$ cat config.mk
export PLATFORM = sky130hd
export DESIGN_NAME = dsps_sequencer
export DESIGN_NICKNAME = d
export VERILOG_FILES = /design/src/dsps_pkg.sv /design/src/dsps_sequencer.sv
export SDC_FILE = /design/constraint.sdc
export NUM_CORES = 1
export LEC_CHECK = 0
export ABC_AREA = 0
export CAP_MARGIN = 10
export CELL_PAD_IN_SITES_DETAIL_PLACEMENT = 0
export CELL_PAD_IN_SITES_GLOBAL_PLACEMENT = 1
export CORE_MARGIN = 1.5
export CORE_UTILIZATION = 49
export DETAILED_ROUTE_END_ITERATION = 6
export DONT_BUFFER_PORTS = 1
export PLACE_DENSITY = 0.79
export SYNTH_ARGS = -nofsm -noshare
export SYNTH_HDL_FRONTEND = slang
export SYNTH_SLANG_ARGS = --single-unit
$ cat constraint.sdc
create_clock -name ref_clk_i -period 3.9 [get_ports ref_clk_i]
set_clock_uncertainty 0.2 [all_clocks]
set_input_delay 0.195 -clock ref_clk_i [delete_from_list [all_inputs] [get_ports ref_clk_i]]
set_output_delay 0.195 -clock ref_clk_i [all_outputs]
set_load 0.1 [all_outputs]
$ cat src/dsps_pkg.sv
/*
  Constants, phase encoding and carrier types for the dual-slope phase
  sequencer. Assumes a single 250 MHz system clock.
*/
`default_nettype none
package dsps_pkg;
  // Timebase divides the oscillator input by four
  localparam int          OSC_DIV          = 4;
  localparam logic [1:0]  OSC_DIV_LAST     = 2'(OSC_DIV - 1);
  // Phase counter preload reference and ticks per phase step
  localparam int          PHASE_SPAN       = 256;
  localparam int          GROUP_TICKS      = 256;
  localparam logic [7:0]  GROUP_LAST       = 8'(GROUP_TICKS - 1);
  localparam logic [7:0]  PHASE_LAST       = 8'h00_FF;
  localparam logic [7:0]  LOAD_VAL_RST     = 8'h00_00;
  // Serial frame layout: eoc, overrange, polarity, count
  localparam int          HDR_BITS         = 3;
  // Register byte offsets
  localparam logic [4:0]  IRQ_STAT_OFS     = 5'h00;
  localparam logic [4:0]  IRQ_EN_OFS       = 5'h04;
  localparam logic [4:0]  IRQ_CLR_OFS      = 5'h08;
  localparam logic [4:0]  RESULT_OFS       = 5'h0C;
  localparam logic [4:0]  CTRL_OFS         = 5'h10;
  localparam logic [4:0]  PHASE_OFS        = 5'h14;
  // Interrupt bit positions
  localparam int          IRQ_DONE_BIT     = 0;
  localparam int          IRQ_OVR_BIT      = 1;
  localparam int          IRQ_LOAD_BIT     = 2;
  localparam int          IRQ_W            = 3;
  localparam logic [2:0]  IRQ_RST          = 3'h0;
  localparam logic        HOLD_RST         = 1'b0;

  // Gray coded along offset null, integrate, de-integrate, clear
  typedef enum logic [1:0] {
    offset_null_phase      = 2'b00,
    input_integrate_phase  = 2'b01,
    ref_deintegrate_phase  = 2'b11,
    integrator_clear_phase = 2'b10
  } dsps_phase_type;

  typedef struct packed {
    logic sclk;
    logic din;
    logic rnw;
  } dsps_serial_type;

  typedef struct packed {
    logic offset_null;
    logic integrate;
    logic deintegrate;
    logic clear;
  } dsps_switch_type;
endpackage
`default_nettype wire

$ cat src/dsps_sequencer.sv
/*
  Phase sequencer of a dual-slope integrating converter with its
  three-wire serial port and an Avalon-MM register slave.
  Assumes all inputs, the oscillator included, are synchronous to
  ref_clk_i, and that the oscillator runs well below half its rate.
*/
// The placing of the registers and the Avalon-MM interface to the registers were chosen for this implementation.
`default_nettype none
// Summary of operation
// - Timebase tick is oscillator divided by four
// - Offset null and integrate last equally long
// - Phase spans (256 - byte) x 256 ticks
// - Polarity latched at end of integrate
// - De-integrate follows integrate, ends on crossing
// - De-integrate tick count becomes result
// - Integrator clear phase precedes offset null
// - Maximum de-integrate count twice integrate count
// - Hold high halts conversion in offset null
// - Eoc driven low throughout offset null
// - Byte shifted in on rising sclk, loaded
// - Read order eoc, overrange, polarity, count
module dsps_sequencer #(
  parameter int CNT_W = 18
) (
  input  wire  logic                      ref_clk_i,
  input  wire  logic                      reset_n_i,
  input  wire  logic                      osc_i,
  input  wire  logic                      conv_hold_i,
  input  wire  logic                      cmp_i,
  input  wire  dsps_pkg::dsps_serial_type ser_i,
  output logic                            dout_o,
  output logic                            dout_oe_o,
  output logic                            eoc_n_o,
  output logic                            eoc_oe_o,
  output dsps_pkg::dsps_switch_type       sw_o,
  output dsps_pkg::dsps_phase_type        phase_o,
  input  wire  logic [4:0]                address,
  input  wire  logic                      read,
  input  wire  logic                      write,
  input  wire  logic [31:0]               writedata,
  output logic [31:0]                     readdata,
  output logic                            waitrequest,
  output logic                            irq_o
);
  import dsps_pkg::*;

  localparam int FRAME_W = HDR_BITS + CNT_W;

  function automatic logic [CNT_W-1:0] max_count(input logic [7:0] lv);
    logic [CNT_W-1:0] span;
    span = CNT_W'(9'(PHASE_SPAN) - {1'b0, lv});
    max_count = CNT_W'(span * CNT_W'(2 * GROUP_TICKS));
  endfunction

  dsps_phase_type   phase_r;
  logic             osc_q_r;
  logic [1:0]       div_r;
  logic [7:0]       tick_cnt_r;
  logic [7:0]       phase_cnt_r;
  logic [7:0]       load_val_r;
  logic [7:0]       in_shift_r;
  logic [CNT_W-1:0] deint_cnt_r;
  logic [CNT_W-1:0] res_cnt_r;
  logic             res_ovr_r;
  logic             res_pol_r;
  logic             pol_r;
  logic [FRAME_W-1:0] out_shift_r;
  logic             unshifted_r;
  logic             sclk_q_r;
  logic             rnw_q_r;
  logic [IRQ_W-1:0] irq_stat_r;
  logic [IRQ_W-1:0] irq_en_r;
  logic             soft_hold_r;
  logic             ack_r;
  logic [31:0]      readdata_r;

  wire osc_rise    = osc_i & ~osc_q_r;
  wire tick        = osc_rise & (div_r == OSC_DIV_LAST);
  wire sclk_rise   = ser_i.sclk & ~sclk_q_r;
  wire sclk_fall   = ~ser_i.sclk & sclk_q_r;
  wire rnw_rise    = ser_i.rnw & ~rnw_q_r;
  wire hold        = conv_hold_i | soft_hold_r;
  wire restart     = hold | rnw_rise;
  wire grp_wrap    = tick & (tick_cnt_r == GROUP_LAST);
  wire phase_end   = grp_wrap & (phase_cnt_r == PHASE_LAST);
  wire in_az       = (phase_r == offset_null_phase);
  wire in_int      = (phase_r == input_integrate_phase);
  wire in_ref_deintegrate_phase     = (phase_r == ref_deintegrate_phase);
  wire in_iz       = (phase_r == integrator_clear_phase);
  wire [CNT_W-1:0] max_cnt  = max_count(load_val_r);
  wire [CNT_W-1:0] cnt_inc  = CNT_W'(deint_cnt_r + 1'b1);
  wire crossed     = (cmp_i != pol_r);
  wire cross_evt   = ~restart & in_ref_deintegrate_phase & tick & crossed;
  wire ovr_evt     = ~restart & in_ref_deintegrate_phase & tick & ~crossed
                     & (cnt_inc == max_cnt);
  wire done_evt    = cross_evt | ovr_evt;
  wire eoc_bit     = ~in_az;
  wire [7:0] preload = rnw_rise ? in_shift_r : load_val_r;
  wire [CNT_W-1:0] res_cnt_nxt = ovr_evt ? max_cnt : deint_cnt_r;
  wire bus_req     = read | write;
  wire bus_take    = bus_req & ack_r;
  wire wr_take     = write & ack_r;
  wire [IRQ_W-1:0] irq_evt = {rnw_rise, ovr_evt, done_evt};
  wire [IRQ_W-1:0] irq_clr = (wr_take && address == IRQ_CLR_OFS)
                             ? writedata[IRQ_W-1:0] : IRQ_RST;
  wire [FRAME_W-1:0] frame = {eoc_bit, res_ovr_r, res_pol_r, res_cnt_r};
  wire [FRAME_W-1:0] done_frame = {eoc_bit, ovr_evt, pol_r, res_cnt_nxt};
  wire [31:0] rd_mux =
    (address == IRQ_STAT_OFS) ? 32'(irq_stat_r) :
    (address == IRQ_EN_OFS)   ? 32'(irq_en_r)   :
    (address == RESULT_OFS)   ? 32'(frame)      :
    (address == CTRL_OFS)     ? 32'(soft_hold_r) :
    (address == PHASE_OFS)    ? 32'({load_val_r, 6'h00, phase_r}) :
                                32'h0000_0000;

  // Oscillator divider and serial edge detection
  always_ff @(posedge ref_clk_i or negedge reset_n_i) begin
    if (!reset_n_i) begin
      osc_q_r  <= 1'b0;
      div_r    <= 2'b00;
      sclk_q_r <= 1'b0;
      rnw_q_r  <= 1'b1;
    end else begin
      osc_q_r  <= osc_i;
      div_r    <= restart ? 2'b00 : 2'(div_r + osc_rise);
      sclk_q_r <= ser_i.sclk;
      rnw_q_r  <= ser_i.rnw;
    end
  end

  // Length byte input shifter and load
  always_ff @(posedge ref_clk_i or negedge reset_n_i) begin
    if (!reset_n_i) begin
      in_shift_r <= LOAD_VAL_RST;
      load_val_r <= LOAD_VAL_RST;
    end else begin
      if (!ser_i.rnw && sclk_rise) begin
        in_shift_r <= {in_shift_r[6:0], ser_i.din};
      end
      if (rnw_rise) begin
        load_val_r <= in_shift_r;
      end
    end
  end

  // Phase sequencer
  always_ff @(posedge ref_clk_i or negedge reset_n_i) begin
    if (!reset_n_i) begin
      phase_r     <= offset_null_phase;
      tick_cnt_r  <= 8'h00;
      phase_cnt_r <= LOAD_VAL_RST;
      deint_cnt_r <= '0;
      pol_r       <= 1'b0;
    end else if (restart) begin
      phase_r     <= offset_null_phase;
      tick_cnt_r  <= 8'h00;
      phase_cnt_r <= preload;
    end else begin
      tick_cnt_r <= tick ? 8'(tick_cnt_r + 1'b1) : tick_cnt_r;
      case (phase_r)
        offset_null_phase: begin
          if (phase_end) begin
            phase_r     <= input_integrate_phase;
            phase_cnt_r <= load_val_r;
          end else if (grp_wrap) begin
            phase_cnt_r <= 8'(phase_cnt_r + 1'b1);
          end
        end
        input_integrate_phase: begin
          if (phase_end) begin
            phase_r     <= ref_deintegrate_phase;
            pol_r       <= cmp_i;
            deint_cnt_r <= '0;
            tick_cnt_r  <= 8'h00;
          end else if (grp_wrap) begin
            phase_cnt_r <= 8'(phase_cnt_r + 1'b1);
          end
        end
        ref_deintegrate_phase: begin
          if (done_evt) begin
            phase_r    <= integrator_clear_phase;
            tick_cnt_r <= 8'h00;
          end else if (tick) begin
            deint_cnt_r <= cnt_inc;
          end
        end
        integrator_clear_phase: begin
          if (grp_wrap) begin
            phase_r     <= offset_null_phase;
            phase_cnt_r <= load_val_r;
          end
        end
        default: begin
          phase_r <= offset_null_phase;
        end
      endcase
    end
  end

  // Conversion result
  always_ff @(posedge ref_clk_i or negedge reset_n_i) begin
    if (!reset_n_i) begin
      res_cnt_r <= '0;
      res_ovr_r <= 1'b0;
      res_pol_r <= 1'b0;
    end else if (done_evt) begin
      res_cnt_r <= res_cnt_nxt;
      res_ovr_r <= ovr_evt;
      res_pol_r <= pol_r;
    end
  end

  // Output shift register, eoc bit kept live until first shift
  always_ff @(posedge ref_clk_i or negedge reset_n_i) begin
    if (!reset_n_i) begin
      out_shift_r <= '0;
      unshifted_r <= 1'b1;
    end else if (rnw_rise || done_evt) begin
      out_shift_r <= rnw_rise ? {1'b0, frame[FRAME_W-2:0]} : done_frame;
      unshifted_r <= 1'b1;
    end else if (ser_i.rnw && sclk_fall) begin
      out_shift_r <= {out_shift_r[FRAME_W-2:0], 1'b0};
      unshifted_r <= 1'b0;
    end else if (unshifted_r && in_iz && grp_wrap) begin
      out_shift_r[FRAME_W-1] <= 1'b0;
    end else if (unshifted_r) begin
      out_shift_r[FRAME_W-1] <= eoc_bit;
    end
  end

  // Avalon-MM slave with one wait state
  always_ff @(posedge ref_clk_i or negedge reset_n_i) begin
    if (!reset_n_i) begin
      ack_r       <= 1'b0;
      readdata_r  <= 32'h0000_0000;
      irq_en_r    <= IRQ_RST;
      soft_hold_r <= HOLD_RST;
    end else begin
      ack_r      <= bus_req & ~ack_r;
      readdata_r <= (read && !ack_r) ? rd_mux : readdata_r;
      if (wr_take && address == IRQ_EN_OFS) begin
        irq_en_r <= writedata[IRQ_W-1:0];
      end
      if (wr_take && address == CTRL_OFS) begin
        soft_hold_r <= writedata[0];
      end
    end
  end

  // Sticky events, set wins over clear
  always_ff @(posedge ref_clk_i or negedge reset_n_i) begin
    if (!reset_n_i) begin
      irq_stat_r <= IRQ_RST;
    end else begin
      irq_stat_r <= (irq_stat_r & ~irq_clr) | irq_evt;
    end
  end

  assign waitrequest = bus_req & ~ack_r;
  assign readdata    = readdata_r;
  assign irq_o       = |(irq_stat_r & irq_en_r);
  assign dout_o      = out_shift_r[FRAME_W-1];
  assign dout_oe_o   = ser_i.rnw;
  assign eoc_n_o     = 1'b0;
  assign eoc_oe_o    = in_az;
  assign phase_o     = phase_r;
  assign sw_o        = '{offset_null: in_az, integrate: in_int,
                         deintegrate: in_ref_deintegrate_phase, clear: in_iz};
endmodule
`default_nettype wire

==> impl_metrics.tcl, run 1 <==
set metrics [dict create \
    drc 0 \
    crit_slowest_cell "or3b_2" \
    status "completed" \
    grt_max_degree 130 \
    synth.most_common_cell "nand2_1" \
    cts_sinks 129 \
    hold_viol 0 \
    synth_commonest_cells "nand2_1 (144), dfrtp_1 (127), nor2_1 (61)" \
    path_clk_slew_ns 0.06 \
    min_period_ns 3.770 \
    fp.dieW_um 127.3 \
    dr.pass1.iters 5 \
    synth_area_leaders "dfrtp_1 (42%), nand2_1 (7.1%), nor2_1 (3.0%), o21ai_0 (2.8%), xnor2_1 (2.8%)" \
    core_um2 15150 \
    wire_per_inst_um 19.96 \
    ys_types 74 \
    cts_tree "yes" \
    syn-cell-area_um2 7567 \
    cellPowerDensity_nw_per_um2 476.2 \
    post-place-ws_ns 0.1970 \
    path_cells "inv_1, ha_1, or3b_2, or3_1, nand4_1, nand4b_1, nor4_4, and2_2, buf_4, nor3_1, o32a_1" \
    multi_input_area_um2 3923 \
    arrival_ns 3.87 \
    synth-main-ff-cell "dfrtp_1" \
    setup_viol 0 \
    clk_path_buf_depth 2 \
    dp_hpwl_mm 14.73 \
    min_period_over_period_pct 96.67 \
    relSlewSlack_pct 25.72 \
    synth_largest_area_cell "dfrtp_1" \
    min_path_type "in2reg" \
    fill_cells 1380 \
    grt_usage_pct 27.00 \
    vias 6641 \
    slew_violations 0 \
    yosysWarnings 0 \
    drive_gt1_share_pct 12.93 \
    clk_latency_ns 0.42 \
    timing.final.ws_setup_ns 0.1298 \
    start_util_pct 49.96 \
    register_area_um2 3231 \
    die-area_um2 16200 \
    grt_pass1_wl_mm 33.73 \
    numPlacedInstances 1011 \
    power_leakage_nw 3.735 \
    grt.overflow.total 0 \
    peakVddDrop_uv 368.7 \
    start_kind "flop" \
    final_area_um2 8537 \
    die_y_um 127.3 \
    synth-seq-area-share_pct 42.69 \
    drt_iter0_markers 676 \
    utilization_pct 56.37 \
    synthArstFlopShare_pct 100.0 \
    layoutNonFillerInstCount 1062 \
    syn_to_final_growth_pct 12.81 \
    avgViaCountPerCell 6.253 \
    crit_type "reg2reg" \
    cts-root-buf "clkbuf_16" \
    numCtsBuffers 17 \
    rows 45 \
    endpoint_kind "flop" \
    syn_inst 859 \
    rsz0062_at_grt "yes" \
    ioPinCount 91 \
    drt.antenna.violating_nets 0 \
    synth_edf_count 0 \
    antenna_found_initial 0 \
    place_area_um2 7709 \
    ys_ff_latch 129 \
    design_power_total_mw 4.065 \
    gp_congestion 0.9030 \
    worstPathRequired_ns 4.00 \
    maxCapViolCount 0 \
    avgSynthCellArea_um2 8.809 \
    finalWirelength_mm 21.20 \
    r2r_slack_ns 0.13 \
    max_stage_delay_ns 0.51 \
    grt_pass1_vias 6274 \
    io_buffers 0 \
    antennaDiodeCount 0 \
    worstMarginPinSlew_ns 1.114 \
    final.setup.tns_ns 0 \
    yosysTopAreaCellShare_pct 42.00 \
    crit_fanout 9 \
    nets 919 \
    hold_slack_ns 0.007413 \
    htree_levels 4 \
    clock.fmax_mhz 265.2 \
]
power by group:
group	internal [mW]	switching [mW]
sequential	1.47	0.161
combinational	0.313	0.490
clock	1.02	0.611
worst paths after layout:
| path | start | endpoint | depth (start not counted) |
|---|---|---|---|
| setup / recovery | load_val_r[0] | out_shift_r[13] | 11 |
| hold / removal | address[4] | readdata[10] | 2 |
| setup reg to reg | load_val_r[0] | out_shift_r[13] | 11 |
| hold reg to reg | out_shift_r[0] | out_shift_r[0] | 2 |
| max in group asynchronous | reset_n_i | deint_cnt_r[13] | 2 |
| min in group asynchronous | reset_n_i | div_r[1] | 2 |
state kept, by name, summed over array words and instances, names as in the netlist, 2 cells and up:
| register | count |
|---|---|
| load_val_r | 8 |
| tick_cnt_r | 8 |
| irq_stat_r | 3 |
| div_r | 2 |
| res_cnt_r | 18 |
| phase_o | 2 |
| irq_en_r | 3 |
| phase_cnt_r | 8 |
| out_shift_r | 21 |
| deint_cnt_r | 18 |
| in_shift_r | 8 |
| readdata | 21 |
per-layer routing:
metal	GRT usage, %	share of wire (%)
met5	0	0
met4	10.29	2.8
met3	5.025	5.2
met2	42.16	46
met1	37.43	46
area by class of cell:
cell class / instances / share of cell area [%]
clock buffer: 22 / 5.672
clock inverter: 9 / 1.407
inverter: 13 / 0.5716
multi-input combinational: 644 / 45.95
sequential: 129 / 37.84
tap: 188 / 2.755
timing repair buffer: 57 / 5.804
placed cells by master (no fill, tap or decap), drive strengths merged, types with 11 or more instances in the layout:
master and count:
xor2 12, dfrtp 127, a31oi 20, o31ai 11, a21oi 29, mux2 17, nand4 16, xnor2 24
o21ai 42, inv 17, a22oi 13, buf 38, clkbuf 22, nor2 62, nor3 27, and3 19
nand3 34, dlygate4sd3 19, conb 12, nand2 146
worst max-delay path, delay by kind of cell, from the launching register on:
kind                     cells  cell delay (ns)
flip-flops                   1             0.49
adder cells (fa/ha/maj)      1             0.28
buffers and inverters        2             0.37
AND/OR/NAND/NOR              7             1.94
AO/OA/AOI/OAI                1             0.35
logic make-up (layout without fill, tap and decap cells):
group           Yosys count  count (layout)  synth area share, %
flops                   129             129                42.69
buf+inv                  97             101                6.267
other cells               1              12              0.04956
fa+ha+maj                10              10                1.653
compound gates          199             199                18.35
xor+xnor                 36              36                4.167
mux                      22              22                3.191
simple gates            365             365                23.63
what timing repair did:
| action | CTS | global route |
|---|---|---|
| setup buffers | 0 | 0 |
| endpoints found under the setup margin | 0 | 41 |
| hold buffers | 20 | 0 |
| resized for setup | 0 | 3 |
| hold endpoints to repair | 154 | 0 |
(Power assumes the default switching activity.)
==> inputs of run 2 (changes only) <==
ABC_AREA = 1   (was 0)
CORE_UTILIZATION = 47   (was 49)
PLACE_DENSITY = 0.8   (was 0.79)
==> run 2 against run 1 <==
Clock-buffer cell count is 4 lower. Setup slack better by 0.71 ns. Area after synthesis up 0.50%. Critical path depth up 6. Largest cell class unchanged. Largest power group unchanged. Non-clock buffer count is 20 lower. Sequential cell count unchanged. First-iteration DRC count down 34%.
==> impl_metrics.tcl, run 2 <==
set metrics [dict create \
    status "completed" \
    avgViaCountPerCell 5.182 \
    hold_viol 0 \
    synth_area_leaders "dfrtp_1 (42%), nand2_1 (19%), inv_1 (5.9%), nand3_1 (5.2%), o21ai_0 (5.2%)" \
    cts-root-buf "clkbuf_16" \
    die_y_um 130.2 \
    relSlewSlack_pct 26.69 \
    ys_ff_latch 129 \
    pwr-share-comb_pct 27.2 \
    io_buffers 0 \
    start_util_pct 48.05 \
    post-place-ws_ns 0.8424 \
    crit_type "reg2reg" \
    final.setup.tns_ns 0 \
    endpoint_kind "flop" \
    syn_inst 1066 \
    gp_congestion 0.8895 \
    synth_fa_ha_area_share_pct 1.645 \
    grt_pass1_wl_mm 33.36 \
    path_cells "ha_1, nand2_1, nor2_4, nand2_2, inv_1, nand2_1, nand2_1, nand2_1, nand2_1, nand2_1, inv_1, nor2_1, nand2_1, nand2_2, nor2_2, nand4_1, nand2_1" \
    avgSynthCellArea_um2 7.134 \
    vias 6788 \
    min_period_ns 3.062 \
    fp.dieW_um 130.2 \
    p_int_mw 2.757 \
    syn_to_final_growth_pct 12.54 \
    power_leakage_nw 4.284 \
    setup_viol 0 \
    register_area_um2 3231 \
    synthArstFlopShare_pct 100.0 \
    final_cell_mix "nand2_1 (377), dfrtp_1 (127), inv_1 (120), o21ai_0 (79), nand3_1 (79)" \
    yosys.area_share.simple_pct 34.40 \
    dr.pass1.iters 5 \
    path_clk_slew_ns 0.06 \
    clk_path_buf_depth 2 \
    slew_violations 0 \
    place_area_um2 7745 \
    min_path_type "in2reg" \
    synth_top_family_by_area "simple AND/OR/NAND/NOR gates" \
    multi_input_area_um2 3655 \
    critPathTopFamily "simple AND/OR/NAND/NOR gates" \
    rsz0062_at_grt "no" \
    syn-cell-area_um2 7605 \
    yosysWarnings 0 \
    antennaDiodeCount 0 \
    drc 0 \
    dp_hpwl_mm 14.20 \
    finalWirelength_mm 20.55 \
    cts_sinks 129 \
    rows 46 \
    synth_mux_area_share_pct 0.1481 \
    synth_compound_area_share_pct 10.02 \
    drt_iter0_markers 444 \
    crit_fanout 18 \
    crit_top_cell "nand2_1" \
    min_period_over_period_pct 78.52 \
    die-area_um2 16950 \
    worstPathRequired_ns 4.07 \
    switching_share_pct 39.64 \
    worstMarginPinSlew_ns 1.098 \
    numCtsBuffers 17 \
    arrival_ns 3.24 \
    utilization_pct 54.07 \
    synth_largest_area_cell "dfrtp_1" \
    cts_tree "yes" \
    cellPowerDensity_nw_per_um2 533.6 \
    synth.most_common_cell "nand2_1" \
    maxCapViolCount 0 \
    nets 1138 \
    crit_buf_inv 2 \
    fill_cells 1561 \
    wire_per_inst_um 15.69 \
    timing.final.ws_setup_ns 0.8376 \
    ioPinCount 91 \
    numPlacedInstances 1257 \
    final_area_um2 8558 \
    grt_usage_pct 25.73 \
    synth-main-ff-cell "dfrtp_1" \
    ys_types 46 \
    crit_slowest_cell "nor2_2" \
    layoutNonFillerInstCount 1310 \
    seqPwrFrac_pct 37.3 \
    synth_commonest_cells "nand2_1 (377), dfrtp_1 (127), inv_1 (120)" \
    clock.fmax_mhz 326.5 \
    synth-xor-area-share_pct 1.152 \
    antenna_found_initial 0 \
    htree_levels 4 \
    clk_latency_ns 0.44 \
    grt.overflow.total 0 \
    peakVddDrop_uv 366.3 \
    synth_edf_count 0 \
    synth-seq-area-share_pct 42.48 \
    grt_pass1_vias 6372 \
    drive_gt1_share_pct 7.952 \
    core_um2 15830 \
    start_kind "flop" \
    grt_max_degree 130 \
    yosysTopAreaCellShare_pct 41.79 \
    clock_power_share_pct 35.5 \
    drt.antenna.violating_nets 0 \
    max_stage_delay_ns 0.54 \
    layout_commonest_cell "nand2_1" \
    p_sw_mw 1.810 \
]
==> run 2: changes by cell type after synthesis, moves of 22 or more <==
cell,before,now
nand2_1,144,377
xnor2_1,24,2
inv_1,13,120
nand3_1,34,79
clkbuf_1,44,20
o21ai_0,42,79
==> run 2: timing repair <==
item                      CTS  global route
gates resized for setup     0             0
setup buffers               0             0
hold buffers               20             1
hold endpoints to repair  153             1
==> run 2: logic make-up (layout without fill, tap and decap cells) <==
| group | Yosys count | count (layout) |
|---|---|---|
| other cells | 1 | 12 |
| compound gates | 136 | 136 |
| flops | 129 | 129 |
| simple gates | 602 | 602 |
| xor+xnor | 10 | 10 |
| buf+inv | 177 | 194 |
| fa+ha+maj | 10 | 10 |
| mux | 1 | 1 |
==> run 2: power groups by stage <==
| stage | logic [mW] | registers [mW] | clock network (mW) |
|---|---|---|---|
| after floorplan | 0.934 | 1.73 | 0 |
| after global placement | 1.18 | 1.72 | 0 |
| after detailed placement | 1.18 | 1.72 | 0 |
| after CTS | 1.24 | 1.70 | 1.64 |
| after global routing | 1.37 | 1.73 | 1.70 |
| final | 1.24 | 1.70 | 1.62 |
==> run 2: worst min-delay path, stage by stage <==
cell	delay, ns
inv_1	0.05
nand2_1	0.05
inv_1	0.11
a221oi_1	0.10
o21ai_0	0.13
==> run 2: metrics by stage <==
step | power (mW) | hold slack [ns]
detailed placement | 2.904 | -0.2975
CTS | 4.580 | 0.0007986
floorplan | 2.662 | -0.3006
global placement | 2.901 | -0.2977
finish | 4.567 | 0.03642
global route | 4.799 | 0.06226
==> run 2: cell type report <==
class / count / area share [%]
clock buffer: 18 / 5.015
multi-input combinational: 771 / 42.70
timing repair buffer: 37 / 4.064
clock inverter: 14 / 1.827
inverter: 125 / 5.482
sequential: 129 / 37.75
tap: 216 / 3.158
==> run 2: path summary, 6_finish.rpt <==
kind / start / to / slack (ns) / depth (start not counted)
worst max-delay path: deint_cnt_r[1] / deint_cnt_r[6] / 0.84 / 17
worst min-delay path: address[4] / readdata[0] / 0.04 / 5
worst max register to register: deint_cnt_r[1] / deint_cnt_r[6] / 0.84 / 17
worst min register to register: out_shift_r[12] / out_shift_r[12] / 0.28 / 2
max in group asynchronous: reset_n_i / deint_cnt_r[17] / 2.79 / 2
min in group asynchronous: reset_n_i / irq_en_r[0] / 0.25 / 2
==> run 2: layer usage <==
metal	vias to the layer above	wire length (um)	track usage (%)
met5	-	0	0
met4	0	267	7.647
met1	3168	9882	36.04
li1	3434	-	-
met3	22	1133	5.781
met2	164	9272	39.78
==> inputs of run 3 (changes only) <==
ABC_AREA = 0   (was 1)
CORE_UTILIZATION = 49   (was 47)
PLACE_DENSITY = 0.79   (was 0.8)
clock period = 2.95 ns   (was 3.9 ns; I/O delays follow)
==> run 3 against run 2 <==
The flow now finishes with violations (hold timing, setup timing). Combinational power increased by 29%. Sequential power increased by 24%. Clock power increased by 36%. Sequential cell count unchanged. Register-to-register slack got worse by 1.0 ns. Maximum frequency decreased by 2.9%. Clock-buffer cell count increased by 2. Power increased by 29%. Critical path depth decreased by 6. Non-clock buffer count increased by 166. Highest routed layer unchanged.
==> impl_metrics.tcl, run 3 (synthesis results as in run 1) <==
set metrics [dict create \
    status "finished with violations" \
    violations "hold timing, setup timing" \
    crit_fanout 5 \
    gp_congestion 0.9166 \
    htree_levels 4 \
    clk_latency_ns 0.43 \
    wire_per_inst_um 20.57 \
    min_period_over_period_pct 107.0 \
    cellPowerDensity_nw_per_um2 559.9 \
    arrival_ns 3.27 \
    relSlewSlack_pct 36.35 \
    antenna_found_initial 0 \
    post-place-ws_ns -0.3487 \
    rows 45 \
    syn_to_final_growth_pct 39.37 \
    grt_pass1_wl_mm 38.41 \
    layoutNonFillerInstCount 1212 \
    fp.dieW_um 127.3 \
    timing.final.ws_setup_ns -0.2053 \
    numPlacedInstances 1114 \
    drive_gt1_share_pct 34.18 \
    vias 7567 \
    die-area_um2 16200 \
    maxCapViolCount 0 \
    peakVddDrop_uv 449.5 \
    hold_slack_ns -0.7932 \
    drt.antenna.violating_nets 0 \
    dr.pass1.iters 6 \
    path_clk_slew_ns 0.06 \
    worstPathRequired_ns 3.06 \
    clock.fmax_mhz 316.9 \
    cts-root-buf "clkbuf_16" \
    drc 0 \
    antennaDiodeCount 0 \
    crit_type "reg2reg" \
    grt_max_degree 130 \
    grt_pass1_vias 7137 \
    avgViaCountPerCell 6.243 \
    worstMarginPinSlew_ns 0.9513 \
    start_kind "flop" \
    utilization_pct 69.63 \
    finalWirelength_mm 24.94 \
    power_leakage_nw 4.660 \
    core_um2 15150 \
    die_y_um 127.3 \
    layout_commonest_cell "buf_4" \
    final_cell_mix "buf_4 (150), nand2_1 (140), dfrtp_1 (121), nor2_1 (55), o21ai_0 (38)" \
    cts_tree "yes" \
    drt_iter0_markers 742 \
    grt_usage_pct 30.57 \
    numCtsBuffers 17 \
    hold_buffers 22 \
    ioPinCount 91 \
    hold_viol 129 \
    rsz0062_at_grt "yes" \
    min_path_type "in2async" \
    nets 1068 \
    start_util_pct 49.96 \
    slew_violations 0 \
    dp_hpwl_mm 16.08 \
    endpoint_kind "flop" \
    cts_sinks 129 \
    min_period_ns 3.155 \
    grt.overflow.total 0 \
    setup_viol 66 \
    io_buffers 0 \
    clk_path_buf_depth 2 \
]
[run 3: cell count changes in the layout (fill, tap and decap cells not counted), moves of 14 or more]
| cell | delta |
|---|---|
| nand4_1 | -19 |
| inv_1 | -109 |
| nand3_1 | -53 |
| nor2_1 | -14 |
| o22ai_1 | -17 |
| o21ai_0 | -41 |
| buf_6 | +19 |
| nand2_1 | -237 |
| xnor2_1 | +19 |
| and3_1 | +18 |
| buf_4 | +134 |
[run 3: worst max-delay path: stages, from the launching register on]
cell     delay [ns]
dfrtp_2        0.42
ha_4           0.19
buf_4          0.15
nand2_1        0.12
o21ai_0        0.29
and4b_1        0.29
nor2_1         0.11
nor4_4         0.38
buf_6          0.19
nand2_8        0.09
mux2_4         0.31
a221o_1        0.30
[run 3: path summary, 6_finish.rpt]
check / endpoint / from / slack (ns) / depth (start not counted)
worst max-delay path: out_shift_r[12] / deint_cnt_r[0] / -0.21 / 11
worst min-delay path: irq_stat_r[2] / reset_n_i / -0.79 / 0
worst min register to register: ack_r / ack_r / 0.27 / 1
min in group ref_clk_i: unshifted_r / ser_i[2] / 0.04 / 4
max in group asynchronous: rnw_q_r / reset_n_i / 3.12 / 0
worst max register to register: out_shift_r[12] / deint_cnt_r[0] / -0.21 / 11
[run 3: timing repair]
item / CTS / global route
endpoints found under the hold margin: 173 / 129
setup endpoints to repair: 67 / 72
gates cloned: 4 / 2
gates resized for setup: 55 / 93
pin swaps: 33 / 31
buffers inserted: 22 / 17
[run 3: where the power goes]
part           switching (mW)  internal, mW  total, mW
Combinational           0.874         0.725       1.60
Clock                   0.824          1.37       2.20
Sequential              0.158          1.95       2.11
[run 3: metrics by stage]
stage	area, um^2	TNS [ns]	power (mW)	hold WS (ns)
2_1_floorplan	7671	-1.699	2.968	-0.3481
3_3_place_gp	8549	-7.530	3.346	-0.3446
3_5_place_dp	8549	-12.91	3.382	-0.3455
4_1_cts	9917	-1.230	5.742	-0.7989
5_1_grt	10550	-15.01	6.121	-0.8035
6_report	10550	-6.771	5.905	-0.7932
[run 3: layer usage]
| layer | GRT usage, % | wire [um] | vias up | share of wire, % |
|---|---|---|---|---|
| met1 | 41.20 | 10470 | 3725 | 42 |
| met5 | 0 | 0 | - | 0 |
| met2 | 49.48 | 12010 | 398 | 48 |
| met4 | 11.76 | 760 | 0 | 3.0 |
| met3 | 5.151 | 1695 | 61 | 6.8 |
| li1 | - | - | 3383 | - |
[run 3: area by class of cell]
type / instances / area [um^2]
fill: 1100 / 4599
clock buffer: 20 / 456.7
timing repair buffer: 203 / 1813
inverter: 13 / 48.80
multi-input combinational: 647 / 4597
clock inverter: 12 / 157.7
tap: 188 / 235.2
sequential: 129 / 3238
